## config.mk

```make
export PLATFORM = sky130hd
export DESIGN_NAME = sep_top
export DESIGN_NICKNAME = d
export VERILOG_FILES = /design/src/sep_pkg.sv /design/src/sep_top.sv
export VERILOG_INCLUDE_DIRS = /design/src
export SDC_FILE = /design/constraint.sdc
export NUM_CORES = 1
export LEC_CHECK = 0
export ABC_CLOCK_PERIOD_IN_PS = 6000
export BUFFER_PORTS_ARGS = -buffer_cell sky130_fd_sc_hd__buf_2
export CORE_ASPECT_RATIO = 0.5
export CORE_MARGIN = 1.5
export CORE_UTILIZATION = 50
export DETAILED_ROUTE_END_ITERATION = 16
export PLACE_DENSITY = 0.66
export SYNTH_ARGS = -nofsm -noshare
export SYNTH_HDL_FRONTEND = slang
export SYNTH_SLANG_ARGS = --single-unit
```

## constraint.sdc

```tcl
create_clock -name clk_i -period 6 [get_ports clk_i]
set_input_delay 0.9 -clock clk_i [delete_from_list [all_inputs] [get_ports clk_i]]
set_output_delay 0.9 -clock clk_i [all_outputs]
set_load 0.03 [all_outputs]
```

## src/sep_params.svh

```systemverilog
// Constants for the serial EEPROM front end: opcodes, status layout, protection bounds, timing.
// Assumes inclusion by the package and the design file only.
`ifndef SEP_PARAMS_SVH
`define SEP_PARAMS_SVH

`define SEP_OP_ENABLE_WRITES  8'h06
`define SEP_OP_DISABLE_WRITES 8'h04
`define SEP_OP_STATUS_READ    8'h05
`define SEP_OP_STATUS_WRITE   8'h01
`define SEP_OP_ARRAY_READ     8'h03
`define SEP_OP_ARRAY_WRITE    8'h02

`define SEP_SR_BUSY           0
`define SEP_SR_WEL            1
`define SEP_SR_BP_LO          2
`define SEP_SR_BP_HI          3
`define SEP_SR_SWD            7

`define SEP_BP_RESET          2'h0
`define SEP_SWD_RESET         1'h0
`define SEP_BP_NONE           2'h0
`define SEP_BP_QUARTER        2'h1
`define SEP_BP_HALF           2'h2
`define SEP_BP_ALL            2'h3
`define SEP_QUARTER_BASE      11'h600
`define SEP_HALF_BASE         11'h400

`define SEP_ADDR_W            11
`define SEP_PAGE_W            5
`define SEP_HI_ADDR_W         3
`define SEP_LAST_BIT          3'h7
`define SEP_FIRST_BIT         3'h0
`define SEP_FIFO_DEPTH        16
`define SEP_CYC_W             18

`define SEP_TW_NS             4000000
`define SEP_CLK_MHZ           40
`define SEP_NS_PER_US         1000

`endif

```

## src/sep_pkg.sv

```systemverilog
// Types shared by the serial EEPROM front end and its write buffer.
// Assumes sep_params.svh sits in the include path.
`include "sep_params.svh"

package sep_pkg;

    typedef enum logic [2:0] {
        ph_idle    = 3'b000,
        ph_cmd     = 3'b001,
        ph_addr_hi = 3'b010,
        ph_addr_lo = 3'b011,
        ph_wdata   = 3'b100,
        ph_rdata   = 3'b101,
        ph_short   = 3'b110,
        ph_wait    = 3'b111
    } sep_phase_type;

    typedef struct packed {
        logic [`SEP_ADDR_W-1:0] addr;
        logic [7:0]             data;
    } sep_wr_entry_type;

    typedef struct packed {
        logic [2:0]             sclk;
        logic [2:0]             cs;
        logic [1:0]             mosi;
        logic [1:0]             hold;
        logic [1:0]             wp;
        sep_phase_type          phase;
        logic                   armed;
        logic                   sel;
        logic                   paused;
        logic                   reading;
        logic [2:0]             bit_cnt;
        logic [7:0]             sh_in;
        logic [7:0]             sh_out;
        logic [7:0]             cmd;
        logic [`SEP_ADDR_W-1:0] addr;
        logic                   got_data;
        logic                   ovf;
        logic                   write_enable_latch;
        logic                   swd;
        logic [1:0]             bp;
        logic [2:0]             sr_pend;
        logic                   busy;
        logic                   kind_sr;
        logic                   drain;
        logic [`SEP_CYC_W-1:0]  cyc_cnt;
        logic                   miso;
        logic                   miso_oe_n;
        logic                   standby;
        logic                   wr_valid;
        sep_wr_entry_type       wr_entry;
    } sep_state_type;

endpackage : sep_pkg

```

## src/sep_top.sv

```systemverilog
// Serial EEPROM slave front end: pin sampling, command framing, hold, status and protection.
// Assumes all spi_* pins are asynchronous to clk_i and sclk runs well below a quarter of clk_i;
// rd_data_i answers rd_addr_o from same-clock logic; write bytes leave via wr_valid_o/wr_ready_i.
//
// Contract
// Output bits MSB first, updated on sclk falling edges, driven only while reading.
// Input bits sampled on sclk rising edges, MSB first.
// Select high deselects and releases the output at once.
// Standby only when deselected and no internal write cycle runs.
// Master uses mode 0 or 3; rising samples, falling presents, either way.
// Hold low with sclk low pauses; output released, edges ignored.
// Pause ends when hold high and sclk low; sequence resumes.
// Deselect while paused abandons the transaction, back to idle; code still commits a frame paused on a byte boundary.
// After power-up a low select is ignored until a falling edge.
// Write needs latch set, select low throughout, whole bytes, one data byte.
// Select rising off a byte boundary discards a write command.
// Read commands keep shifting data out until select rises.
// Status bits six, five and four always read zero.
// Busy flag is one from write decode until its cycle completes.
// Write command runs only with the enable latch at one.
// Latch set by enable, cleared by disable, write completion, power-up.
// Block-protect bits change only by status write when not locked.
// Protect codes: none, 600h-7FFh, 400h-7FFh, everything.
// Write-disable bit zero allows status writes at any protect pin level.
// Write-disable one with protect pin low discards status writes.
// Lock arises in either order, left only by raising the protect pin.
// Array is 2048 bytes as 64 pages of 32 bytes.
// Status bits take new values only after the write cycle completes.
// Unknown instruction waits, ignoring activity until select rises.
// Status write during a running write cycle is rejected.
// Status layout: busy bit 0, latch bit 1, protect bits 2-3, disable bit 7.
// Write cycle length is a configurable count of clocks with busy set.
`timescale 1ns/1ps

module sep_fifo #(
    parameter int WIDTH = 19,
    parameter int DEPTH = 16
) (
    input  wire logic             clk_i,
    input  wire logic             resetn_i,
    input  wire logic             flush_i,
    input  wire logic             in_valid_i,
    input  wire logic [WIDTH-1:0] in_data_i,
    output logic                  in_ready_o,
    output logic                  out_valid_o,
    output logic      [WIDTH-1:0] out_data_o,
    input  wire logic             out_ready_i
);
    localparam int AW = $clog2(DEPTH);
    localparam logic [AW:0] FULL_CNT = (AW+1)'(DEPTH);

    typedef struct packed {
        logic [DEPTH-1:0][WIDTH-1:0] mem;
        logic [AW-1:0]               wp;
        logic [AW-1:0]               rp;
        logic [AW:0]                 cnt;
    } sep_fifo_state_type;

    sep_fifo_state_type r;
    sep_fifo_state_type n;
    logic push;
    logic pop;

    always_comb begin
        n = r;
        push = in_valid_i && (r.cnt != FULL_CNT);
        pop = out_ready_i && (r.cnt != '0);
        if (flush_i) begin
            n.wp = '0;
            n.rp = '0;
            n.cnt = '0;
        end else begin
            if (push) begin
                n.mem[r.wp] = in_data_i;
                n.wp = r.wp + 1'h1;
            end
            if (pop) begin
                n.rp = r.rp + 1'h1;
            end
            n.cnt = r.cnt + (AW+1)'(push) - (AW+1)'(pop);
        end
    end

    always_ff @(posedge clk_i or negedge resetn_i) begin
        if (!resetn_i) begin
            r <= '0;
        end else begin
            r <= n;
        end
    end

    assign in_ready_o = (r.cnt != FULL_CNT);
    assign out_valid_o = (r.cnt != '0);
    assign out_data_o = r.mem[r.rp];
endmodule : sep_fifo

module sep_top #(
    parameter int unsigned WRITE_CYCLES = (`SEP_TW_NS * `SEP_CLK_MHZ) / `SEP_NS_PER_US
) (
    input  wire logic                          clk_i,
    input  wire logic                          resetn_i,
    input  wire logic                          spi_sclk_i,
    input  wire logic                          spi_cs_n_i,
    input  wire logic                          spi_mosi_i,
    input  wire logic                          spi_hold_n_i,
    input  wire logic                          spi_wp_n_i,
    output logic                               spi_miso_o,
    output logic                               spi_miso_oe_n_o,
    output logic [`SEP_ADDR_W-1:0]             rd_addr_o,
    input  wire logic [7:0]                    rd_data_i,
    output logic                               wr_valid_o,
    output sep_pkg::sep_wr_entry_type          wr_entry_o,
    input  wire logic                          wr_ready_i,
    output logic                               standby_o
);
    import sep_pkg::*;

    localparam logic [`SEP_CYC_W-1:0] CYC_LOAD = `SEP_CYC_W'(WRITE_CYCLES - 1);
    localparam int ENTRY_W = $bits(sep_wr_entry_type);

    sep_state_type    r;
    sep_state_type    n;
    logic             sclk_rise;
    logic             sclk_fall;
    logic             cs_fall;
    logic             boundary;
    logic             sr_locked;
    logic             wel_set;
    logic             prot;
    logic [7:0]       byte_in;
    logic [7:0]       out_byte;
    logic [7:0]       status_byte;
    logic             fifo_push;
    logic             fifo_flush;
    logic             fifo_in_ready;
    logic             fifo_out_valid;
    logic             fifo_pop;
    sep_wr_entry_type fifo_out_data;
    sep_wr_entry_type push_entry;

    always_comb begin
        n = r;
        fifo_push = 1'h0;
        fifo_flush = 1'h0;
        wel_set = 1'h0;
        push_entry = '0;
        out_byte = r.sh_out;
        // Bit [0] of each vector is the metastable stage, read only by bit [1]
        n.sclk = {r.sclk[1:0], spi_sclk_i};
        n.cs = {r.cs[1:0], spi_cs_n_i};
        n.mosi = {r.mosi[0], spi_mosi_i};
        n.hold = {r.hold[0], spi_hold_n_i};
        n.wp = {r.wp[0], spi_wp_n_i};
        sclk_rise = r.sclk[1] && !r.sclk[2];
        sclk_fall = !r.sclk[1] && r.sclk[2];
        cs_fall = !r.cs[1] && r.cs[2];
        boundary = (r.bit_cnt == `SEP_FIRST_BIT);
        byte_in = {r.sh_in[6:0], r.mosi[1]};
        sr_locked = r.swd && !r.wp[1];

        status_byte = 8'h00;
        status_byte[`SEP_SR_BUSY] = r.busy;
        status_byte[`SEP_SR_WEL] = r.write_enable_latch;
        status_byte[`SEP_SR_BP_LO] = r.bp[0];
        status_byte[`SEP_SR_BP_HI] = r.bp[1];
        status_byte[`SEP_SR_SWD] = r.swd;

        case (r.bp)
            `SEP_BP_NONE:    prot = 1'h0;
            `SEP_BP_QUARTER: prot = (r.addr >= `SEP_QUARTER_BASE);
            `SEP_BP_HALF:    prot = (r.addr >= `SEP_HALF_BASE);
            default:         prot = 1'h1;
        endcase

        // Select high held once is what arms the device after reset
        if (r.cs[1]) begin
            n.armed = 1'h1;
        end

        if (!r.sel) begin
            if (cs_fall && r.armed) begin
                n.sel = 1'h1;
                n.phase = ph_cmd;
                n.bit_cnt = `SEP_FIRST_BIT;
                n.got_data = 1'h0;
                n.ovf = 1'h0;
                n.reading = 1'h0;
                n.paused = 1'h0;
            end
        end else if (r.cs[1]) begin
            // Deselect: commit or drop, then back to idle even if paused
            // A status read during a drain must not lose buffered bytes
            fifo_flush = !r.drain;
            case (r.phase)
                ph_short: begin
                    if (boundary && r.cmd == `SEP_OP_ENABLE_WRITES) begin
                        n.write_enable_latch = 1'h1;
                        wel_set = 1'h1;
                    end
                    if (boundary && r.cmd == `SEP_OP_DISABLE_WRITES) begin
                        n.write_enable_latch = 1'h0;
                    end
                end
                ph_wdata: begin
                    // Whole bytes, a data byte, latch set, device idle
                    if (boundary && r.got_data && r.write_enable_latch && !r.busy) begin
                        if (r.cmd == `SEP_OP_STATUS_WRITE) begin
                            if (!sr_locked && !r.ovf) begin
                                n.busy = 1'h1;
                                n.kind_sr = 1'h1;
                                n.drain = 1'h0;
                                n.cyc_cnt = CYC_LOAD;
                            end
                        end else if (!r.ovf) begin
                            n.busy = 1'h1;
                            n.kind_sr = 1'h0;
                            n.drain = 1'h1;
                            fifo_flush = 1'h0;
                        end
                    end
                end
                default: begin
                end
            endcase
            n.sel = 1'h0;
            n.phase = ph_idle;
            n.paused = 1'h0;
            n.reading = 1'h0;
        end else if (!r.paused && !r.hold[1] && !r.sclk[1]) begin
            n.paused = 1'h1;
        end else if (r.paused) begin
            // Edges seen while paused are dropped; sclk history still advances
            if (r.hold[1] && !r.sclk[1]) begin
                n.paused = 1'h0;
            end
        end else begin
            if (sclk_rise && r.phase != ph_wait) begin
                n.sh_in = byte_in;
                n.bit_cnt = 3'(r.bit_cnt + 3'h1);
                if (r.phase == ph_short) begin
                    n.phase = ph_wait;
                end else if (r.bit_cnt == `SEP_LAST_BIT) begin
                    case (r.phase)
                        ph_cmd: begin
                            n.cmd = byte_in;
                            case (byte_in)
                                `SEP_OP_ENABLE_WRITES:  n.phase = ph_short;
                                `SEP_OP_DISABLE_WRITES: n.phase = ph_short;
                                `SEP_OP_STATUS_READ:    n.phase = ph_rdata;
                                `SEP_OP_STATUS_WRITE:   n.phase = ph_wdata;
                                `SEP_OP_ARRAY_READ:     n.phase = ph_addr_hi;
                                `SEP_OP_ARRAY_WRITE:    n.phase = ph_addr_hi;
                                default:                n.phase = ph_wait;
                            endcase
                        end
                        ph_addr_hi: begin
                            // Upper five address bits are don't care
                            n.addr[`SEP_ADDR_W-1:8] = byte_in[`SEP_HI_ADDR_W-1:0];
                            n.phase = ph_addr_lo;
                        end
                        ph_addr_lo: begin
                            n.addr[7:0] = byte_in;
                            n.phase = (r.cmd == `SEP_OP_ARRAY_READ) ? ph_rdata : ph_wdata;
                        end
                        ph_wdata: begin
                            n.got_data = 1'h1;
                            if (r.cmd == `SEP_OP_STATUS_WRITE) begin
                                if (r.busy) begin
                                    n.ovf = 1'h1;
                                end else if (!r.got_data) begin
                                    // Held until the cycle ends
                                    n.sr_pend = {byte_in[`SEP_SR_SWD], byte_in[`SEP_SR_BP_HI], byte_in[`SEP_SR_BP_LO]};
                                end
                            end else begin
                                // Protected bytes never reach the buffer
                                push_entry.addr = r.addr;
                                push_entry.data = byte_in;
                                // Bytes of a refused frame would mix with the drain
                                fifo_push = !prot && !r.busy;
                                if (fifo_push && !fifo_in_ready) begin
                                    n.ovf = 1'h1;
                                end
                                // Address wraps within its 32-byte page
                                n.addr[`SEP_PAGE_W-1:0] = r.addr[`SEP_PAGE_W-1:0] + `SEP_PAGE_W'(1);
                            end
                        end
                        default: begin
                        end
                    endcase
                end
            end
            if (sclk_fall && r.phase == ph_rdata) begin
                if (boundary) begin
                    if (r.cmd == `SEP_OP_STATUS_READ) begin
                        out_byte = status_byte;
                    end else begin
                        out_byte = rd_data_i;
                        n.addr = r.addr + `SEP_ADDR_W'(1);
                    end
                end
                n.miso = out_byte[7];
                n.sh_out = {out_byte[6:0], 1'h0};
                n.reading = 1'h1;
            end
        end

        // Buffered bytes go out only after a committed command
        fifo_pop = r.drain && (!r.wr_valid || wr_ready_i);
        if (r.wr_valid && wr_ready_i) begin
            n.wr_valid = 1'h0;
        end
        if (fifo_pop) begin
            n.wr_valid = fifo_out_valid;
            n.wr_entry = fifo_out_data;
        end

        if (r.busy) begin
            if (r.drain) begin
                if (!fifo_out_valid && !r.wr_valid) begin
                    n.drain = 1'h0;
                    n.cyc_cnt = CYC_LOAD;
                end
            end else if (r.cyc_cnt != '0) begin
                n.cyc_cnt = r.cyc_cnt - `SEP_CYC_W'(1);
            end else begin
                n.busy = 1'h0;
                n.write_enable_latch = wel_set; // an enable in this cycle wins
                if (r.kind_sr) begin
                    n.swd = r.sr_pend[2];
                    n.bp = r.sr_pend[1:0];
                end
            end
        end

        n.miso_oe_n = !(n.sel && n.reading && !n.paused);
        n.standby = !n.sel && !n.busy;
    end

    always_ff @(posedge clk_i or negedge resetn_i) begin
        if (!resetn_i) begin
            r <= '0;
            r.miso_oe_n <= 1'h1;
            r.standby <= 1'h1;
            r.bp <= `SEP_BP_RESET;
            r.swd <= `SEP_SWD_RESET;
        end else begin
            r <= n;
        end
    end

    sep_fifo #(
        .WIDTH (ENTRY_W),
        .DEPTH (`SEP_FIFO_DEPTH)
    ) u_wr_fifo (
        .clk_i       (clk_i),
        .resetn_i    (resetn_i),
        .flush_i     (fifo_flush),
        .in_valid_i  (fifo_push),
        .in_data_i   (push_entry),
        .in_ready_o  (fifo_in_ready),
        .out_valid_o (fifo_out_valid),
        .out_data_o  (fifo_out_data),
        .out_ready_i (fifo_pop)
    );

    assign spi_miso_o = r.miso;
    assign spi_miso_oe_n_o = r.miso_oe_n;
    assign rd_addr_o = r.addr;
    assign wr_valid_o = r.wr_valid;
    assign wr_entry_o = r.wr_entry;
    assign standby_o = r.standby;
endmodule : sep_top

```

### After elaboration in Yosys (flattened, before gate mapping)

Cells that the tools add are included.

* bits in registers: 426
* word-level logic and storage cells: 289
* input bits: 16
* output and inout bits: 34

* multiplexer cells: 111
* bitwise operators: 9
* order comparisons: 5
* reduce and logical (&&, ||, !) cells: 68
* eq/ne operators: 38
* add/sub/neg operators: 8

Operator list (count)
* $bwmux W304: 1
* $mux W19: 13
* $mux W21: 7
* $mux W41: 2
* $bmux W19 S4: 1
* $demux W19 S4: 1
* $mux W18: 3
* $eq A8 B3 Y1 const B: 6
* $mux W11: 4
* $mux W1: 42
* $mux W40: 1
* $mux W3: 13
* $mux W8: 4
* $logic_and A1 B1 Y1: 27
* $eq A8 B2 Y1 const B: 3
* $ge A11 B11 Y1 const B: 2
* $mux W22: 1
* $mux W20: 1
* $mux W4: 5
* $logic_not A1 Y1: 18
* $reduce_bool A18 Y1: 1
* $sub A18 B1 Y18 const B: 1
* $eq A8 B1 Y1 const B: 2
* $reduce_and A8 Y1: 2
* other kinds (42): 78

### Depth between registers and ports, before layout

Gate-level depths: netlist (run 1).

* depth after elaboration: 21
* gate-level depth with buffers: 16
* mapped depth without buffers: 13

### Cells and area by module

A second synthesis (run 1) with hierarchy kept.

* cell total of the unflattened synthesis: 1558
* area, all modules: 20708.6 um^2

By module, submodules not included
* sep_fifo: seq. area each 7932.6 um^2, area an instance 14951.8 um^2, cells each 974, times used 1
* sep_top: seq. area each 2705.1 um^2, area an instance 5756.8 um^2, cells each 584, times used 1

### Least setup slack after synthesis (run 1)

OpenSTA, ideal clock, no wires.

* kind: reg2reg
* from: reg r[88] (netlist name)
* to: reg u_wr_fifo.r[4] (netlist name)
* path buffers: 4
* library setup time: 0.121 ns
* period minus slack after synthesis: 3.024 ns
* arrival time: 2.903 ns
* stages on the path, launching flop included: 17
* slack: 2.976 ns
* data required time: 5.879 ns
* cell sequence: dfrtp_1 ha_1 ha_1 and3b_1 buf_4 and4_1 buf_4 and3_1 buf_4 buf_8 ha_1 fa_1 a21oi_1 nor2_1 nor2_1 xnor2_1 nor2_1

RTL lines
* start: declaration: RTL line sep_top.sv:121 `sep_state_type r;`
* start signal: assignment: RTL line sep_top.sv:347 `r <= n;`
* end signal: assignment: RTL line sep_top.sv:88 `r <= n;`
* end: declaration: RTL line sep_top.sv:59 `sep_fifo_state_type r;`

### Worst setup path in the final report (run 1)

* from: reg r[95] (netlist name)
* to: reg u_wr_fifo.r[182] (netlist name)

* cells in the longest elaborated chain, start to end: 11
* elaborated cells on any way between the ends: 27
* classes of those cells: eq/ne (3); mux (20); bitwise (1); reduce/logical (3)

Ends and longest elaborated chain
* $eq A3 B3 Y1: RTL line sep_top.sv:194, sep_top.sv:243
* $mux W1: RTL line sep_top.sv:243 `case (r.phase)`
* $mux W1: RTL line sep_top.sv:242 `` end else if (r.bit_cnt == `SEP_LAST_BIT) begin ``
* $mux W1: RTL line sep_top.sv:240 `if (r.phase == ph_short) begin`
* $mux W1: RTL line sep_top.sv:237 `if (sclk_rise && r.phase != ph_wait) begin`
* $mux W1: RTL line sep_top.sv:231 `end else if (r.paused) begin`
* $mux W1: RTL line sep_top.sv:229 `end else if (!r.paused && !r.hold[1] && !r.sclk[1]) begin`
* $mux W1: RTL line sep_top.sv:190 `end else if (r.cs[1]) begin`
* $mux W1: RTL line sep_top.sv:180 `if (!r.sel) begin`
* $logic_and A1 B1 Y1: RTL line sep_top.sv:66 `push = in_valid_i && (r.cnt != FULL_CNT);`
* $reduce_and A2 Y1 (no source line)

Several ways; a longest one is shown, not always the timed one.
A chain may end at the register's enable or synchronous reset.

==> results of run 1 <==
## logic make-up (layout without fill, tap and decap cells)
group,after synthesis,after routing
fa+ha+maj,19,19
xor+xnor,12,12
flops,425,425
compound gates,446,446
buf+inv,172,160
mux,155,155
simple gates,598,598
## per-stage QoR
stage	setup slack, ns	cells	power [mW]	util (%)
floorplan	2.976	1827	3.093	-
global placement	2.241	2277	3.198	51.74
detailed placement	2.063	2277	3.199	51.74
CTS	2.063	2345	5.870	55.21
global route	1.717	2345	6.024	55.21
finish	2.045	2345	5.825	55.21
## path summary, 6_finish.rpt
kind | start | to | slack [ns] | cells after the start
min in group clk_i | n[108] | n[109] | 0.35 | 0
worst min-delay path | resetn_i | r[34] | 0.32 | 1
worst max register to register | r[95] | u_wr_fifo.r[182] | 2.05 | 6
max in group asynchronous | resetn_i | u_wr_fifo.r[262] | 4.41 | 2
worst max-delay path | r[95] | u_wr_fifo.r[182] | 2.05 | 6
worst min register to register | n[108] | n[109] | 0.35 | 0
## power by group
group / internal [mW] / switching [mW]
Combinational: 0.0661 / 0.160
Sequential: 2.88 / 0.0311
Clock: 1.57 / 1.12
Total: 4.52 / 1.31
## metal layers
layer	global-route usage (%)	wire [um]
met1	36.69	23010
met2	39.88	23460
met3	5.757	3755
met4	6.266	939
met5	0	0
## sequential cells by signal, indices dropped and copies added, names as in the netlist
signal           count
n                    7
wr_valid_o           1
spi_miso_o           1
spi_miso_oe_n_o      1
rd_addr_o           11
wr_entry_o          19
u_wr_fifo.r        317
r                   59
byte_in              8
standby_o            1
## cell usage in the layout, fill, tap and decap left out, types with 5 or more instances in the layout
cell type | Yosys | layout
a211oi_1 | 8 | 7
a21o_1 | 23 | 23
a21oi_1 | 27 | 27
a22oi_1 | 5 | 5
a2bb2oi_1 | 10 | 10
a31oi_1 | 5 | 5
and2_1 | 11 | 11
and3_1 | 17 | 17
buf_2 | 13 | 48
buf_4 | 38 | 13
bufinv_16 | 0 | 6
clkbuf_1 | 74 | 6
clkbuf_16 | 0 | 39
clkbuf_8 | 0 | 9
dfrtp_1 | 423 | 420
ha_1 | 18 | 18
inv_1 | 27 | 27
mux2_2 | 29 | 29
mux2i_1 | 50 | 50
mux4_2 | 76 | 76
nand2_1 | 335 | 335
nand2b_1 | 7 | 7
nand3_1 | 38 | 38
nand4_1 | 17 | 17
nand4_2 | 9 | 9
nand4_4 | 12 | 12
nor2_1 | 72 | 72
nor2b_1 | 14 | 14
nor3_1 | 17 | 17
o211ai_1 | 5 | 5
o21ai_0 | 314 | 314
o21ai_1 | 8 | 8
o22ai_1 | 8 | 8
o31ai_1 | 7 | 7
or3_1 | 9 | 9
xnor2_1 | 8 | 8
## cell type report
| cell class | instances | share of cell area [%] |
|---|---|---|
| inverters | 28 | 0.4867 |
| clock buffers | 54 | 5.197 |
| well taps | 530 | 3.071 |
| multi-input cells | 1230 | 39.05 |
| clock inverters | 14 | 1.078 |
| repair buffers | 64 | 1.819 |
| flip-flops and latches | 425 | 49.30 |
==> results.toml, run 1 <==
[logic_synthesis]
ys_types = 80
synth-simple-area-share_pct = 15.01
synth.most_common_cell = "dfrtp_1"
synth_mux_area_share_pct = 12.72
synth_compound_area_share_pct = 12.67
synth_area_sq_mm = 0.01996
synthTopCellsByArea = "dfrtp_1, mux4_2, o21ai_0"
synth_fa_ha_area_share_pct = 1.229
avgSynthCellArea_sq_um = 10.92
synth_top_family_by_area = "simple AND/OR/NAND/NOR gates"
synthArstFlopShare_pct = 100.0
mappedNetlistNets = 1862
synth_xor_area_share_pct = 0.5267
yosys-top-cells-count = "dfrtp_1, nand2_1, o21ai_0, mux4_2, clkbuf_1"
yosysWarnings = 0
synth-edff-count = 0
synth_ff_type = "dfrtp_1"
ys_seq_elements = 425
seq_area_frac_synth_pct = 53.31
yosysTopAreaCell = "dfrtp_1"
yosysTopAreaCellShare_pct = 53.04
synthCells = 1827

[die]
initial_core_util_pct = 51.02
io_pins = 50
die_w_um = 285.5
die_y_um = 144.3
rows = 51
dieArea_sq_mm = 0.04119
core-area_sq_mm = 0.03912

[setup_path]
required_ns = 6.43
worstSetupPathType = "flip-flop to flip-flop"
slowest_delay_ns = 0.87
arrival_ns = 4.39
cp_top_family = "simple AND/OR/NAND/NOR gates"
crit_buf_inv = 1
cp_slowest_cell = "and3_1"
cp_cell_sequence = "nor3b_4 > a21boi_4 > buf_4 > and3_1 > nand4_1 > o21ai_0"
endpoint_kind = "flip-flop"
worstPathMaxFanout = 37
worstSetupStartpointType = "flip-flop"

[timing]
rsz0062_at_grt = "no"
setup_violations = 0
final_hold_viol_count = 0
clock_skew_ns = 0.02055
fin_crit_ns = 3.955
worstMarginPinSlew_ns = 1.142
fmax_mhz = 252.9
slew_viol_final = 0
setup-tns-final_ns = 0
period_share_pct = 65.91
slew_headroom_pct = 23.84
holdWs_ns = 0.3180

[place]
place_area_sq_mm = 0.02024
gp_congestion = 0.8493
portBuffers = 49
place_hpwl_mm = 31.85

[power]
leakage_nw = 9.321
ir_worst_vdd_v = 0.0001920
powerDensity_mw_per_mm2 = 269.7

[cts]
path_clk_slew_ns = 0.07
cts_tree = "yes"
clk_latency_ns = 0.56
cts_htree_levels = 2
clockRootBuffer = "clkbuf_16"
cts_buffers = 39
post-cts-setup-buffer-count = 0
clkSinkCount = 425
postCtsResizedCells = 0
cts_buffer_depth = 3
cts_hold_buf = 0

[route]
wl_per_cell_um = 21.82
vias = 14190
firstDrtPassIters = 5
wl_mm = 51.16
antenna_left = 0
drc = 0
drtIter0Drc = 1370
viasPerCell = 6.051

[final_layout]
seqCellArea_sq_mm = 0.01065
finalNetCount = 1823
antenna_cells = 0
design_area_sq_mm = 0.02159
nFillCells = 3365
area_growth_pct = 8.214
multi_input_area_sq_mm = 0.008432
drive_gt1_share_pct = 15.26

[global_routing]
antenna_found_initial = 0
grt_util_all_layers_pct = 25.61
grt_first_pass_wirelength_mm = 81.10
grt_pass1_vias = 13790
overflow = 0
grt_start_max_net_pins = 155

[job]
maxCapViolations = 0

[status]
status = "completed"

[min_path]
hp-class = "primary input to async pin"
No activity file was read; power rests on OpenSTA's default activity.
==> inputs of run 2 (changes only) <==
ABC_AREA = 1   (was default)
ABC_CLOCK_PERIOD_IN_PS = 3700   (was 6000)
clock period = 3.7 ns   (was 6 ns; I/O delays follow)
==> results.toml, run 2 <==
[die]
die_y_um = 151.8
initial_core_util_pct = 50.73
io_pins = 50
core-area_sq_mm = 0.04365
die_w_um = 300.6
rows = 54
dieArea_sq_mm = 0.04564

[min_path]
hp-class = "primary input to async pin"

[final_layout]
utilization_pct = 54.93
antenna_cells = 0
nFillCells = 4199
largest_register_ffs = 317
finalNetCount = 2879
drive_gt1_share_pct = 8.255
area_growth_pct = 8.272
layout_commonest_cell = "nand2_1"
final_cell_mix = "nand2_1, dfrtp_1, nand3_1"
top_register = "u_wr_fifo.r"

[logic_synthesis]
seq_area_frac_synth_pct = 48.04
mappedNetlistNets = 2957
yosys-top-cells-count = "nand2_1, dfrtp_1, nand3_1, nand4_1, nor2_1"
yosysWarnings = 0
synth_ff_type = "dfrtp_1"
ys_types = 39
ys_seq_elements = 425
synthArstFlopShare_pct = 100.0
synth-edff-count = 0
synth_area_sq_mm = 0.02214
yosysTopAreaCellShare_pct = 47.80
synth.most_common_cell = "nand2_1"
synthCells = 2922
yosysTopAreaCell = "dfrtp_1"
avgSynthCellArea_sq_um = 7.578
synthTopCellsByArea = "dfrtp_1, nand2_1, nand4_1"

[setup_path]
required_ns = 4.19
endpoint_kind = "flip-flop"
arrival_ns = 3.43
timing.rr.start = "r[88]"
worstSetupPathType = "flip-flop to flip-flop"
worstPathMaxFanout = 163
worstSetupStartpointType = "flip-flop"
reg2reg_to = "u_wr_fifo.r[271]"
r2r_cells = 11
r2r_slack_ns = 0.77

[cts]
clk_latency_ns = 0.56
clockRootBuffer = "clkbuf_16"
cts_hold_buf = 0
cts_buffer_depth = 3
postCtsResizedCells = 0
clkSinkCount = 425
cts_buffers = 41
cts_htree_levels = 2
path_clk_slew_ns = 0.06
cts_tree = "yes"
post-cts-setup-buffer-count = 0

[global_routing]
antenna_found_initial = 1
grt_first_pass_wirelength_mm = 110.3
grt_start_max_net_pins = 164
grt_util_all_layers_pct = 30.34
overflow = 0
grt_pass1_vias = 19510

[timing]
worstMarginPinSlew_ns = 1.178
period_share_pct = 79.32
final_hold_viol_count = 0
setup-tns-final_ns = 0
rsz0062_at_grt = "no"
clock_skew_ns = 0.02320
setup_violations = 0
fmax_mhz = 340.7
slew_headroom_pct = 21.44
slew_viol_final = 0
fin_crit_ns = 2.935

[place]
place_hpwl_mm = 39.93
portBuffers = 49
gp_congestion = 0.8845

[route]
viasPerCell = 5.921
wl_per_cell_um = 19.85
drtIter0Drc = 2570
wl_mm = 68.65
vias = 20480
antenna_left = 0
drc = 0
firstDrtPassIters = 8

[power]
ir_worst_vdd_v = 0.0002822
power_mw = 9.317
powerDensity_mw_per_mm2 = 388.6
leakage_nw = 12.25

[status]
status = "completed"

[job]
maxCapViolations = 0
[run 2: cell types whose count changed after synthesis, sizes merged, moves of 84 or more]
cell,change
a21oi,+88
inv,+84
nand2,+801
nand3,+246
nand4,+208
o21ai,-232
[run 2: worst max path at each step]
stage,startpoint,endpoint,depth (start not counted)
2_1_floorplan,r[88],u_wr_fifo.r[4],16
3_3_place_gp,r[88],u_wr_fifo.r[4],15
3_5_place_dp,r[88],u_wr_fifo.r[4],15
4_1_cts,r[88],u_wr_fifo.r[4],15
5_1_grt,r[93],u_wr_fifo.r[67],11
6_report,r[88],u_wr_fifo.r[271],11
[run 2: layout make-up]
type | count | area, sq um | share of cell area (%)
well taps | 588 | 735.7 | 3.069
clock buffers | 61 | 1211 | 5.052
repair buffers | 128 | 960.9 | 4.008
inverters | 113 | 431.7 | 1.800
flip-flops and latches | 425 | 10640 | 44.39
clock inverters | 9 | 62.56 | 0.2609
multi-input cells | 2135 | 9931 | 41.42
[run 2: routing by layer]
layer	vias up	track usage [%]	wire, um
met3	126	6.020	6587
li1	9458	-	-
met2	962	45.37	29820
met4	2	8.495	1713
met1	9932	44.78	30520
met5	-	0	13
[run 2: per-stage QoR]
step                      cell area [sq um]  instances  hold WS (ns)  setup slack (ns)
after floorplan                       22140       2922        0.2594            0.9960
after global placement                22700       3389        0.3325            0.8457
after detailed placement              22700       3389        0.3355            0.8457
after CTS                             23980       3459       0.09828            0.8293
after global routing                  23980       3459        0.1054            0.5650
final                                 23980       3459       0.01827            0.7652
[run 2: power breakdown]
part           internal, mW  leakage [nW]  switching, mW  total, mW
sequential             4.68          5.84         0.0471       4.73
clock                  2.27         0.628           1.89       4.15
combinational         0.116          5.78          0.316      0.431
[run 2: critical path: stages (launching register included)]
cell and delay, ns:
dfrtp_1 0.37, ha_1 0.16, ha_1 0.27, nand2_2 0.16, nor2_8 0.19, nand2_4 0.09, nor2_8 0.26, nand2_4 0.14
inv_6 0.21, buf_12 0.50, nand4_1 0.16, nand2_1 0.11
[run 2: logic make-up (layout without fill, tap and decap cells)]
logic type,after synthesis,count (layout),share of synthesized area (%)
adder cells (fa/ha/maj),19,19,1.107
flip-flops,425,425,48.04
XOR/XNOR,10,10,0.3956
AND/OR/NAND/NOR,1859,1859,37.17
AO/OA/AOI/OAI,247,247,6.012
buffers and inverters,362,311,7.272
